File: config.mk
export PLATFORM = sky130hd
export DESIGN_NAME = parallel_io_command_decoder
export DESIGN_NICKNAME = d
export VERILOG_FILES = /design/src/logic/pio_cmd_pkg.sv /design/src/logic/parallel_io_command_decoder.sv
export SDC_FILE = /design/constraint.sdc
export NUM_CORES = 1
export LEC_CHECK = 0
export ABC_AREA = 1
export BUFFER_PORTS_ARGS = -buffer_cell sky130_fd_sc_hd__buf_2
export CAP_MARGIN = 20
export CELL_PAD_IN_SITES_DETAIL_PLACEMENT = 1
export CELL_PAD_IN_SITES_GLOBAL_PLACEMENT = 1
export CORE_UTILIZATION = 36
export CTS_BUF_LIST = sky130_fd_sc_hd__clkbuf_16
export CTS_CLUSTER_DIAMETER = 100
export DETAILED_ROUTE_END_ITERATION = 6
export PLACE_DENSITY_LB_ADDON = 0.1
export REMOVE_ABC_BUFFERS = 1
export SLEW_MARGIN = 15
export SYNTH_ARGS = -nofsm -noshare
export SYNTH_HDL_FRONTEND = slang
export SYNTH_SLANG_ARGS = --single-unit
File: constraint.sdc
create_clock -name pclk -period 1.3 [get_ports pclk]
set_input_delay 0.065 -clock pclk [delete_from_list [all_inputs] [get_ports pclk]]
set_output_delay 0.065 -clock pclk [all_outputs]
set_load 0.05 [all_outputs]
File: src/logic/pio_cmd_pkg.sv
// shared constants, register map and types for the parallel command decoder
package pio_cmd_pkg;
	// register byte offsets
	localparam logic [7:0] ctrl_off = 8'h00;
	localparam logic [7:0] status_off = 8'h04;
	localparam logic [7:0] program_off = 8'h08;
	localparam logic [7:0] line_off = 8'h0c;
	localparam logic [7:0] override_off = 8'h10;
	localparam logic [7:0] exec_line_off = 8'h14;
	localparam logic [7:0] numeric_out_off = 8'h18;
	localparam logic [7:0] jog_off = 8'h1c;
	// ctrl field positions
	localparam int ctrl_polarity_bit = 0;
	localparam int ctrl_running_bit = 1;
	localparam int ctrl_alarm_set_bit = 2;
	localparam int ctrl_grp_lsb = 4;
	// status field positions
	localparam int st_running_bit = 0;
	localparam int st_halted_bit = 1;
	localparam int st_alarm_bit = 2;
	localparam int st_servo_bit = 3;
	localparam int st_brake_bit = 4;
	localparam int st_cycle_bit = 5;
	localparam int st_speed_lim_bit = 6;
	localparam int st_ext_bit = 7;
	localparam int st_interrupted_bit = 8;
	localparam int st_servo_cut_bit = 9;
	// reset values
	localparam logic [31:0] ctrl_rst = 32'h0000_0020;
	localparam logic [15:0] jog_rst = 16'h0a0a;
	localparam logic [15:0] numeric_rst = 16'h0000;
	localparam logic [7:0] override_rst = 8'h64;
	// timing: minimum edge-command pulse width
	localparam int pulse_min_ms = 100;
	localparam int clk_mhz = 100;
	localparam int pulse_min_cycles = pulse_min_ms * 1000 * clk_mhz;
	localparam int num_cmds = 16;
	localparam int num_outputs = 16;

	// one-hot command vector positions
	typedef enum int {
		c_run = 0, c_halt = 1, c_prog_reset = 2, c_alarm = 3, c_servo = 4,
		c_brake = 5, c_cycle = 6, c_speed = 7, c_ext = 8, c_outclr = 9,
		c_pgn = 10, c_pgr = 11, c_lln = 12, c_llr = 13, c_ovr = 14, c_orr = 15
	} cmd_idx_t;

	typedef struct packed {
		logic [3:0] g3;
		logic [3:0] g2;
		logic [3:0] g1;
		logic [3:0] g0;
	} numeric_t;

	typedef enum logic [1:0] {
		rep_none = 2'b00,
		rep_program = 2'b01,
		rep_line = 2'b11,
		rep_override = 2'b10
	} report_t;
endpackage

File: src/logic/parallel_io_command_decoder.sv
// command decoder for the robot controller's parallel external inputs
// Summary of operation
// - accepted run request starts the program
// - halt input interrupts and holds robot stopped
// - polarity bit: 0 closed, 1 open halt
// - program reset clears program, alarm, powers servo
// - alarm clear clears alarm only
// - servo input toggles servo, brake follows
// - servo off: brake follows level input
// - cycle command toggles continuous/single mode
// - speed limit edge applies jog speed limit
// - enable request edge toggles external control
// - outputs clear edge drives general outputs off
// - program select edge latches numeric input
// - override edge latches override speed
// - report edges present value on numeric output
// - numeric input as four 4-bit groups
// - unconnected inputs read as off only if pulled low at the pad
// - level commands active while on, halt while off when polarity bit is 1
// - edge commands trigger on rising edge
// - running blocks reset, brake, clear, selects
// - most commands need external control enabled or the servo cut by the servo input
// - after halt ignore run, and servo unless the servo input had cut it
// - external control active output mirrors state
// - groups are binary, one or two wide
`timescale 1ns/10ps
module parallel_io_command_decoder (
	input wire logic pclk, // system clock, 100 MHz
	input wire logic presetn, // asynchronous reset, active low
	input wire logic psel, // apb select
	input wire logic penable, // apb access phase
	input wire logic pwrite, // apb direction
	input wire logic [7:0] paddr, // apb byte address
	input wire logic [31:0] pwdata, // apb write data
	output logic [31:0] prdata, // apb read data
	output logic pready, // apb ready
	output logic pslverr, // apb error
	input wire logic [15:0] cmd_in, // command inputs, see pkg cmd_idx_t
	input wire logic [15:0] numeric_in, // numeric input groups 0..3
	input wire logic program_done, // running program reached its end
	input wire logic [7:0] exec_line, // line currently executing
	output logic running, // program executing
	output logic halted, // stop held
	output logic alarm, // alarm present
	output logic servo_on, // servo power on
	output logic brake_released, // brakes released
	output logic cycle_continuous, // continuous mode
	output logic speed_limited, // jog speed limit in force
	output logic [15:0] speed_limit, // jog speeds while limited
	output logic external_control_active, // external equipment has control
	output logic [15:0] general_out, // general-purpose outputs
	output logic [15:0] numeric_out // numeric output groups
);
	logic [15:0] cmd_q, cmd_prev_q, rise;
	logic [15:0] num_q;
	logic [31:0] ctrl_q;
	logic [15:0] jog_q;
	logic [7:0] program_q, line_q, override_q;
	logic running_q, alarm_q, servo_q, brake_q, cycle_q, speed_q, ext_q;
	logic interrupted_q, halt_seen_q, servo_cut_q;
	logic [15:0] gen_q, numeric_q;
	pio_cmd_pkg::report_t rep_q;
	logic halt_now, gate_ext, run_ok, servo_ok, blk_run;
	logic [7:0] num_val;
	logic wr, rd;
	logic [31:0] rdata_d, rdata_q;

	// inputs sampled once; undriven pins must be pulled low at the pad
	always_ff @(posedge pclk or negedge presetn) begin
		if (!presetn) begin
			cmd_q <= 16'h0000;
			cmd_prev_q <= 16'h0000;
			num_q <= 16'h0000;
		end else begin
			cmd_q <= cmd_in;
			cmd_prev_q <= cmd_q;
			num_q <= numeric_in;
		end
	end

	// rising edges found before any gating
	genvar gi;
	generate
		for (gi = 0; gi < pio_cmd_pkg::num_cmds; gi++) begin : g_edge
			assign rise[gi] = cmd_q[gi] & ~cmd_prev_q[gi];
		end
	endgenerate

	// selected groups combine, group zero lowest, two groups give 0..255
	always_comb begin
		if (ctrl_q[pio_cmd_pkg::ctrl_grp_lsb +: 1])
			num_val = num_q[7:0];
		else
			num_val = {4'h0, num_q[3:0]};
	end

	// halt is a level, polarity chosen by software
	assign halt_now = cmd_q[pio_cmd_pkg::c_halt] ^ ctrl_q[pio_cmd_pkg::ctrl_polarity_bit];
	assign gate_ext = ext_q | servo_cut_q;
	assign blk_run = running_q;
	assign run_ok = gate_ext & (~halt_seen_q | servo_cut_q) & ~halt_now;
	assign servo_ok = gate_ext & (~halt_seen_q | servo_cut_q);

	// program state: start, halt, reset
	always_ff @(posedge pclk or negedge presetn) begin
		if (!presetn) begin
			running_q <= 1'b0;
			interrupted_q <= 1'b0;
			halt_seen_q <= 1'b0;
		end else begin
			if (halt_now) begin
				running_q <= 1'b0;
				interrupted_q <= running_q | interrupted_q;
				halt_seen_q <= 1'b1;
			end else if (rise[pio_cmd_pkg::c_run] & run_ok & servo_q & ~alarm_q) begin
				running_q <= 1'b1;
				halt_seen_q <= 1'b0;
			end else if (program_done) begin
				running_q <= 1'b0;
			end else if (rise[pio_cmd_pkg::c_prog_reset] & gate_ext & ~blk_run) begin
				interrupted_q <= 1'b0;
				halt_seen_q <= 1'b0;
			end
		end
	end

	// alarm: software set wins over clears
	always_ff @(posedge pclk or negedge presetn) begin
		if (!presetn) begin
			alarm_q <= 1'b0;
		end else if (wr && paddr == pio_cmd_pkg::ctrl_off
			&& pwdata[pio_cmd_pkg::ctrl_alarm_set_bit]) begin
			alarm_q <= 1'b1;
		end else if (rise[pio_cmd_pkg::c_prog_reset] & gate_ext & ~blk_run) begin
			alarm_q <= 1'b0;
		end else if (rise[pio_cmd_pkg::c_alarm] & gate_ext) begin
			alarm_q <= 1'b0;
		end
	end

	// servo and brake
	always_ff @(posedge pclk or negedge presetn) begin
		if (!presetn) begin
			servo_q <= 1'b0;
			servo_cut_q <= 1'b0;
			brake_q <= 1'b0;
		end else begin
			if (rise[pio_cmd_pkg::c_prog_reset] & gate_ext & ~blk_run & ~servo_q) begin
				servo_q <= 1'b1;
				servo_cut_q <= 1'b0;
				brake_q <= 1'b1;
			end else if (rise[pio_cmd_pkg::c_servo] & servo_ok) begin
				servo_q <= ~servo_q;
				servo_cut_q <= servo_q;
				brake_q <= ~servo_q;
			end else if (~servo_q) begin
				// level brake control only when idle and permitted
				if (gate_ext & ~blk_run)
					brake_q <= cmd_q[pio_cmd_pkg::c_brake];
				else
					brake_q <= 1'b0;
			end
		end
	end

	// modes and external control
	always_ff @(posedge pclk or negedge presetn) begin
		if (!presetn) begin
			cycle_q <= 1'b0;
			speed_q <= 1'b0;
			ext_q <= 1'b0;
		end else begin
			if (rise[pio_cmd_pkg::c_cycle] & gate_ext)
				cycle_q <= ~cycle_q;
			if (rise[pio_cmd_pkg::c_speed])
				speed_q <= 1'b1;
			if (rise[pio_cmd_pkg::c_ext])
				ext_q <= ~ext_q;
		end
	end

	// latches of program, line and override
	always_ff @(posedge pclk or negedge presetn) begin
		if (!presetn) begin
			program_q <= 8'h00;
			line_q <= 8'h00;
			override_q <= pio_cmd_pkg::override_rst;
		end else begin
			if (rise[pio_cmd_pkg::c_pgn] & gate_ext & ~blk_run)
				program_q <= num_val;
			if (rise[pio_cmd_pkg::c_lln] & gate_ext & ~blk_run)
				line_q <= num_val;
			if (rise[pio_cmd_pkg::c_ovr] & gate_ext)
				override_q <= num_val;
		end
	end

	// general outputs: software writes, outputs clear forces off
	always_ff @(posedge pclk or negedge presetn) begin
		if (!presetn) begin
			gen_q <= 16'h0000;
		end else if (rise[pio_cmd_pkg::c_outclr] & gate_ext & ~blk_run) begin
			gen_q <= 16'h0000;
		end else if (wr && paddr == pio_cmd_pkg::numeric_out_off) begin
			gen_q <= pwdata[31:16];
		end
	end

	// numeric reports
	always_ff @(posedge pclk or negedge presetn) begin
		if (!presetn) begin
			numeric_q <= pio_cmd_pkg::numeric_rst;
			rep_q <= pio_cmd_pkg::rep_none;
		end else if (rise[pio_cmd_pkg::c_pgr]) begin
			numeric_q <= {8'h00, program_q};
			rep_q <= pio_cmd_pkg::rep_program;
		end else if (rise[pio_cmd_pkg::c_llr]) begin
			numeric_q <= {8'h00, exec_line};
			rep_q <= pio_cmd_pkg::rep_line;
		end else if (rise[pio_cmd_pkg::c_orr]) begin
			numeric_q <= {8'h00, override_q};
			rep_q <= pio_cmd_pkg::rep_override;
		end else begin
			case (rep_q)
				pio_cmd_pkg::rep_line: numeric_q <= {8'h00, exec_line};
				default: numeric_q <= numeric_q;
			endcase
		end
	end

	// software registers
	always_ff @(posedge pclk or negedge presetn) begin
		if (!presetn) begin
			ctrl_q <= pio_cmd_pkg::ctrl_rst;
			jog_q <= pio_cmd_pkg::jog_rst;
		end else if (wr) begin
			if (paddr == pio_cmd_pkg::ctrl_off)
				ctrl_q <= pwdata;
			if (paddr == pio_cmd_pkg::jog_off)
				jog_q <= pwdata[15:0];
		end
	end

	// apb slave, zero wait states
	assign wr = psel & penable & pwrite;
	assign rd = psel & ~pwrite;
	assign pready = 1'b1;
	always_comb begin
		pslverr = 1'b0;
		case (paddr)
			pio_cmd_pkg::ctrl_off: rdata_d = ctrl_q;
			pio_cmd_pkg::status_off: rdata_d = {22'h0, servo_cut_q, interrupted_q, ext_q,
				speed_q, cycle_q, brake_q, servo_q, alarm_q, halt_now, running_q};
			pio_cmd_pkg::program_off: rdata_d = {24'h0, program_q};
			pio_cmd_pkg::line_off: rdata_d = {24'h0, line_q};
			pio_cmd_pkg::override_off: rdata_d = {24'h0, override_q};
			pio_cmd_pkg::exec_line_off: rdata_d = {24'h0, exec_line};
			pio_cmd_pkg::numeric_out_off: rdata_d = {gen_q, numeric_q};
			pio_cmd_pkg::jog_off: rdata_d = {16'h0, jog_q};
			default: begin
				rdata_d = 32'h0;
				pslverr = psel & penable;
			end
		endcase
	end

	// read data captured in the setup cycle, so it stands through the access phase
	always_ff @(posedge pclk or negedge presetn) begin
		if (!presetn) begin
			rdata_q <= 32'h0000_0000;
		end else if (rd & ~penable) begin
			rdata_q <= rdata_d;
		end
	end
	assign prdata = rdata_q;

	assign running = running_q;
	assign halted = halt_now;
	assign alarm = alarm_q;
	assign servo_on = servo_q;
	assign brake_released = brake_q;
	assign cycle_continuous = cycle_q;
	assign speed_limited = speed_q;
	assign speed_limit = speed_q ? jog_q : 16'h0000;
	assign external_control_active = ext_q;
	assign general_out = gen_q;
	assign numeric_out = numeric_q;

	// halt stops a run within one cycle
	halt_stops_run_a: assert property (@(posedge pclk) disable iff (!presetn)
		halt_now |=> !running_q) else $error("halt did not stop run");
	// external toggle follows edge
	ext_toggle_a: assert property (@(posedge pclk) disable iff (!presetn)
		rise[pio_cmd_pkg::c_ext] |=> ext_q != $past(ext_q)) else $error("ext not toggled");
	// no start without permission
	run_gated_a: assert property (@(posedge pclk) disable iff (!presetn)
		$rose(running_q) |-> $past(run_ok)) else $error("start not gated");
	// program latch blocked while running
	prog_hold_a: assert property (@(posedge pclk) disable iff (!presetn)
		running_q |=> program_q == $past(program_q)) else $error("program changed");
	// outputs clear
	outs_cleared_a: assert property (@(posedge pclk) disable iff (!presetn)
		rise[pio_cmd_pkg::c_outclr] && gate_ext && !running_q |=> gen_q == 16'h0)
		else $error("outputs not cleared");
	// brake follows servo on
	brake_sync_a: assert property (@(posedge pclk) disable iff (!presetn)
		$rose(servo_q) |-> brake_q) else $error("brake not released with servo");
	// alarm clear
	alarm_clear_a: assert property (@(posedge pclk) disable iff (!presetn)
		rise[pio_cmd_pkg::c_alarm] && gate_ext && !wr |=> !alarm_q)
		else $error("alarm not cleared");
	// report program number
	report_prog_a: assert property (@(posedge pclk) disable iff (!presetn)
		rise[pio_cmd_pkg::c_pgr] |=> numeric_q[7:0] == $past(program_q))
		else $error("bad program report");
	// accepted start sets the robot running
	run_start_a: assert property (@(posedge pclk) disable iff (!presetn)
		rise[pio_cmd_pkg::c_run] && run_ok && servo_q && !alarm_q |=> running_q)
		else $error("start not taken");
	// halt of a running program leaves it interrupted
	run_interrupt_a: assert property (@(posedge pclk) disable iff (!presetn)
		halt_now && running_q |=> interrupted_q && !running_q)
		else $error("run not interrupted");
	// program reset clears the alarm and powers the servo
	prog_reset_a: assert property (@(posedge pclk) disable iff (!presetn)
		rise[pio_cmd_pkg::c_prog_reset] && gate_ext && !running_q && !wr
		&& !rise[pio_cmd_pkg::c_servo] |=> !alarm_q && servo_q)
		else $error("program reset lost");
	// alarm clear never powers the servo
	alarm_keeps_servo_a: assert property (@(posedge pclk) disable iff (!presetn)
		rise[pio_cmd_pkg::c_alarm] && !rise[pio_cmd_pkg::c_prog_reset] && !servo_q
		&& !rise[pio_cmd_pkg::c_servo] |=> !servo_q) else $error("alarm clear moved servo");
	// servo toggles with the brake in step
	servo_toggle_a: assert property (@(posedge pclk) disable iff (!presetn)
		rise[pio_cmd_pkg::c_servo] && servo_ok && !rise[pio_cmd_pkg::c_prog_reset]
		|=> servo_q != $past(servo_q) && brake_q == servo_q) else $error("servo not toggled");
	// servo off: brake follows its level input while permitted
	brake_level_a: assert property (@(posedge pclk) disable iff (!presetn)
		!servo_q && gate_ext && !running_q && !rise[pio_cmd_pkg::c_servo]
		&& !rise[pio_cmd_pkg::c_prog_reset] |=> brake_q == $past(cmd_q[pio_cmd_pkg::c_brake]))
		else $error("brake not following input");
	// cycle mode toggles per accepted edge
	cycle_toggle_a: assert property (@(posedge pclk) disable iff (!presetn)
		rise[pio_cmd_pkg::c_cycle] && gate_ext |=> cycle_q != $past(cycle_q))
		else $error("cycle mode not toggled");
	// speed limit edge sets the limit
	speed_set_a: assert property (@(posedge pclk) disable iff (!presetn)
		rise[pio_cmd_pkg::c_speed] |=> speed_q)
		else $error("speed limit not set");
	// program select latches the numeric value
	program_latch_a: assert property (@(posedge pclk) disable iff (!presetn)
		rise[pio_cmd_pkg::c_pgn] && gate_ext && !running_q |=> program_q == $past(num_val))
		else $error("program not latched");
	// line select latches the numeric value
	line_latch_a: assert property (@(posedge pclk) disable iff (!presetn)
		rise[pio_cmd_pkg::c_lln] && gate_ext && !running_q |=> line_q == $past(num_val))
		else $error("line not latched");
	// override latches the numeric value
	override_latch_a: assert property (@(posedge pclk) disable iff (!presetn)
		rise[pio_cmd_pkg::c_ovr] && gate_ext |=> override_q == $past(num_val))
		else $error("override not latched");
	// line latch blocked while running
	line_hold_a: assert property (@(posedge pclk) disable iff (!presetn)
		running_q |=> line_q == $past(line_q))
		else $error("line changed");
	// outputs clear ignored while running, only software may change them
	outs_hold_a: assert property (@(posedge pclk) disable iff (!presetn)
		running_q && !wr |=> gen_q == $past(gen_q))
		else $error("outputs changed");
	// halt memory blocks the servo command
	servo_halt_block_a: assert property (@(posedge pclk) disable iff (!presetn)
		rise[pio_cmd_pkg::c_servo] && halt_seen_q && !servo_cut_q
		&& !rise[pio_cmd_pkg::c_prog_reset] |=> servo_q == $past(servo_q))
		else $error("servo taken after halt");
	// override report presents the override value
	report_override_a: assert property (@(posedge pclk) disable iff (!presetn)
		rise[pio_cmd_pkg::c_orr] && !rise[pio_cmd_pkg::c_pgr] && !rise[pio_cmd_pkg::c_llr]
		|=> numeric_q[7:0] == $past(override_q)) else $error("bad override report");
endmodule

### Yosys cells after proc, flatten, opt, wreduce, memory -nomap -nowiden

Index checks and enable logic that the tools add are counted.

| word-level totals | value |
|---|---|
| register bits | 188 |
| word-level logic and storage cells | 148 |

| cells by class | value |
|---|---|
| equality and inequality tests | 12 |
| mux-type cells | 33 |
| bitwise logic cells | 64 |
| reductions and logical operators | 17 |

Operators with widths:

| operator | number |
|---|---|
| $pmux W32 S8 | 1 |
| $mux W16 | 7 |
| $and A1 B1 Y1 | 37 |
| $eq A8 B5 Y1 const B | 4 |
| $not A1 Y1 | 23 |
| $mux W1 | 21 |
| $eq A8 B4 Y1 const B | 2 |
| $reduce_bool A3 Y1 | 4 |
| $eq A8 B3 Y1 const B | 1 |
| $logic_not A8 Y1 | 1 |
| $mux W8 | 1 |
| $reduce_or A8 Y1 | 1 |
| $mux W2 | 3 |
| $ne A3 B1 Y1 const B | 2 |
| $reduce_and A2 Y1 | 3 |
| $reduce_bool A2 Y1 | 3 |
| $reduce_bool A4 Y1 | 1 |
| $logic_and A1 B1 Y1 | 3 |
| $or A1 B1 Y1 | 3 |
| $reduce_and A3 Y1 | 1 |
| $eq A2 B2 Y1 const B | 1 |
| $ne A2 B1 Y1 const B | 1 |
| $ne A2 B2 Y1 const B | 1 |
| $xor A1 B1 Y1 | 1 |

### Longest topological paths before layout

| depth | value |
|---|---|
| depth after elaboration | 9 |
| depth in mapped cells | 10 |
| depth with buffers taken out | 9 |

### Worst setup path before layout

No wires, ideal clock.

| timing | value |
|---|---|
| kind | register to output |
| start point | reg speed_q (netlist: speed_limited) |
| end point | out speed_limit[12] |
| arrival | 1574 ps |
| required time | 1235 ps |
| setup slack | -339 ps |
| cell stages (with the launch flop) | 5 |
| buffers on the path | 2 |
| path through | dfrtp_1 > clkbuf_1 > clkbuf_1 > nand2_1 > inv_1 |

| between the ends | value |
|---|---|
| longest elaborated chain between the ends | 1 |

Ends and longest elaborated chain:

| element | RTL line | source |
|---|---|---|
| from (decl) | parallel_io_command_decoder.sv:59 | `logic running_q, alarm_q, servo_q, brake_q, cycle_q, speed_q, ext_q;` |
| from (signal assigned) | parallel_io_command_decoder.sv:170 | `speed_q <= 1'b0;` |
| from (signal assigned) | parallel_io_command_decoder.sv:176 | `speed_q <= 1'b1;` |
| $mux W16 | parallel_io_command_decoder.sv:284 | `assign speed_limit = speed_q ? jog_q : 16'h0000;` |
| to (decl) | parallel_io_command_decoder.sv:49 | `output logic [15:0] speed_limit,` |

Every way passes these cells.

### Final worst setup path

| timing | value |
|---|---|
| start point | reg servo_cut_q |
| end point | reg gen_q[10] (netlist: general_out[10]) |

| between the ends | value |
|---|---|
| longest elaborated chain between the ends | 4 |

Ends and longest elaborated chain:

| element | RTL line | source |
|---|---|---|
| from (decl) | parallel_io_command_decoder.sv:60 | `logic interrupted_q, halt_seen_q, servo_cut_q;` |
| from (signal assigned) | parallel_io_command_decoder.sv:154 | `servo_cut_q <= servo_q;` |
| $or A1 B1 Y1 (*) | parallel_io_command_decoder.sv:99 | `assign gate_ext = ext_q \| servo_cut_q;` |
| $and A1 B1 Y1 (*) (2 in a row) | parallel_io_command_decoder.sv:202 | `end else if (rise[pio_cmd_pkg::c_outclr] & gate_ext & ~blk_run) begin` |
| $mux W16 / $reduce_bool A2 Y1 (equally long branches) | -- |  |
| to (signal assigned) | parallel_io_command_decoder.sv:205 | `gen_q <= pwdata[31:16];` |
| to (decl) | parallel_io_command_decoder.sv:61 | `logic [15:0] gen_q, numeric_q;` |

Mark *: on every way between the ends. The rest lies on a longest branch, timed or not.
A chain may end at the register's enable or synchronous reset.

==> impl_metrics.csv <==
group,metric,value,unit
floorplan,die_w,149,µm
timing,setup_viol,54,
run_status,outcome,"complete, but fails checks",
timing,fmax,0.696,GHz
layout,diodes,0,
clocking,cts.clk_slew.worst_paths,70,ps
layout,drive_gt1_share,31.0,%
route,ant_nets,0,
setup_path,start_kind,"register",
synth,seq_area_frac_synth,57.0,%
route,drc,0,
timing,worst_pin_slew,634,ps
synth,syn_avg_cell_area,8.62,µm²
synth,ys_warn_count,0,
setup_path,cp_common_cell,"nor2_4",
power,pwr_density_cell,1340,nW/µm²
floorplan,io_pins,176,
layout,nets,1278,
route,postRouteWirelength,25.3,mm
route,drt_pre_antenna_iters,4,
synth,synthArstFlopShare,100,%
clocking,clockBufferDepth,2,
layout,fill_cells,2470,
run_status,violations,"negative setup slack",
route,wl_met2,12.7,mm
route,drtIter0Drc,324,
placed_design,placedCellCount,1369,
placed_design,place.gp.congestion,0.766,
clocking,cts_tree,"done",
route,viasPerCell,4.82,
timing,slew-limit-headroom,57.8,%
timing,drv_slew,0,
floorplan,die_h,149,µm
synth,syn_area,7830,µm²
synth,synth_edf_count,0,
global_routing,overflow,0,
floorplan,design.core.area,21200,µm²
floorplan,die_area,22300,µm²
power,finalPower,15.2,mW
global_routing,antenna_found_initial,0,
floorplan,start_util,37.0,%
setup_path,slowest_delay,410,ps
synth,yosysTopAreaCell,"dfrtp_1",
timing,rsz0062_at_grt,"yes",
timing,fin_worst_skew,8.53,ps
layout,final_cells,1479,
route,drt-met1-wl,11.5,mm
placed_design,post-dp-hpwl,16.9,mm
route,vias,7125,
run,drv_cap,0,
synth,synth-seq-cells,178,
global_routing,grt_pass1_wl,39.4,mm
min_path,min_path_type,"input port to register",
route,top_layer_used,"met4",
timing,period_needed,1440,ps
power,vdd_drop_max,1.10,mV
clocking,cts_buffers,17,
clocking,htreeDepth,4,
timing,min_period_over_period,111,%
setup_path,worstPathArrival,1790,ps
floorplan,rows,53,
global_routing,track_usage,23.5,%
synth,syn_inst,908,
setup_path,worstPathCellList,"buf_6 > nor2_4 > nor2_4 > nand3b_4 > nand4_4 > clkbuf_16 > o22ai_2",
synth,yosys-top-cells-area,"dfrtp_1 (54%), nand2_1 (15%), o21ai_0 (5.0%)",
clocking,insertion_delay,430,ps
placed_design,place_ws,-134,ps
clocking,cts_sinks,178,
setup_path,end_kind,"register",
timing,finalSetupTns,-4480,ps
timing,finalWorstSetupSlack,-137,ps
timing,finalHoldViolCount,0,
synth,synthDistinctLibCells,39,
clocking,clockRootBuffer,"clkbuf_16",
route,met3RoutedLength,806,µm
synth,ys.flop_type,"dfrtp_1",
setup_path,worstPathRequired,1650,ps
power,leakagePower,6.02,nW
placed_design,io_buffers,158,
setup_path,crit_type,"register to register",
route,post_drt_wl_per_cell,17.1,µm
layout,area_growth,44.7,%
setup_path,slowest_stage,"dfrtp_1",
setup_path,cp_max_fo,6,
global_routing,grt_max_degree,65,
synth,synth_top_area_share,54.4,%
global_routing,grt_pass1_vias,7338,
==> what timing repair did <==
item,CTS,global route
buffers inserted,17,8
gates resized for setup,110,74
pin swaps,8,16
endpoints found under the setup margin,65,78
endpoints found under the hold margin,266,0
hold buffers,60,0
gates cloned,3,1
==> sequential cells by signal, indices dropped and copies added (netlist names), 14 cells and up <==
| register | count |
|---|---|
| cmd_prev_q | 14 |
| cmd_q | 16 |
| ctrl_q | 32 |
| general_out | 16 |
| jog_q | 16 |
| prdata | 32 |
==> through the flow <==
stage	utilization (%)	hold WS, ps	instance area, µm²
2_1_floorplan	-	-231	7560
3_3_place_gp	44.5	-80.4	9410
3_5_place_dp	44.5	-79.3	9410
4_1_cts	52.5	3.50	11100
5_1_grt	53.6	35.9	11300
6_report	53.6	17.0	11300
==> cells by family after synthesis <==
| kind of cell | synth area share (%) |
|---|---|
| buffers and inverters | 8.86 |
| AOI/OAI and AO/OA | 9.62 |
| other | 0.0960 |
| and+or+nand+nor | 24.2 |
| xor gates and xnor gates | 0.224 |
| DFF | 57.0 |
==> placed cells by master, fill, tap and decap left out, types with 26 or more instances in the layout <==
master,instances
o21ai_1,28
nand2_1,297
buf_6,26
nand3_1,67
dlygate4sd3_1,60
buf_2,135
o21ai_0,54
inv_1,91
buf_4,56
dfrtp_1,168
==> routing by layer <==
metal,GRT usage [%],up-vias
met5,0,-
met4,6.99,0
met3,3.75,26
met2,39.1,159
met1,31.3,3515
li1,-,3425
==> cell usage after synthesis, types with 2 or more instances <==
library cell and count:
o21a_1 9, o211ai_1 9, a21oi_1 7, nor2_8 3
nand2_1 317, nor2_2 3, buf_4 12, inv_2 3
nand3_1 72, inv_1 104, nand2_2 2, conb_1 2
o21ai_1 9, dfrtp_1 170, dfstp_2 8, o21ai_0 78
buf_2 14, clkbuf_1 11, o22ai_1 16, nand3b_1 4
nand2_4 3, nor2_1 28, buf_6 8
==> final timing paths <==
kind | startpoint | end | slack, ps | depth (start not counted)
setup / recovery | servo_cut_q | general_out[10] | -140 | 7
hold / removal | exec_line[0] | numeric_out[0] | 20 | 5
setup reg to reg | servo_cut_q | general_out[10] | -140 | 7
hold reg to reg | cmd_q[4] | cmd_prev_q[4] | 380 | 0
max in group asynchronous | presetn | jog_q[1] | 620 | 3
min in group asynchronous | presetn | cmd_prev_q[7] | 40 | 2
==> report_power, final <==
part	internal, mW	switching (mW)
clock network	3.25	2.30
registers	5.99	0.400
logic	1.31	1.97
total	10.5	4.67
==> worst max-delay path, delay by kind of cell (launching register included) <==
family	cells	cell delay (ps)
compound gates	1	100
simple gates	4	490
buf+inv	2	350
flops	1	410
==> layout make-up <==
| type | instances | area, µm² | area share, % |
|---|---|---|---|
| clock buffer | 17 | 425 | 3.76 |
| clock inverter | 14 | 200 | 1.77 |
| inverter | 107 | 414 | 3.66 |
| multi-input combinational | 586 | 3040 | 26.8 |
| sequential | 178 | 4470 | 39.4 |
| tap | 275 | 344 | 3.04 |
| timing repair buffer | 302 | 2440 | 21.5 |
No activity file was read; power rests on OpenSTA's default activity.
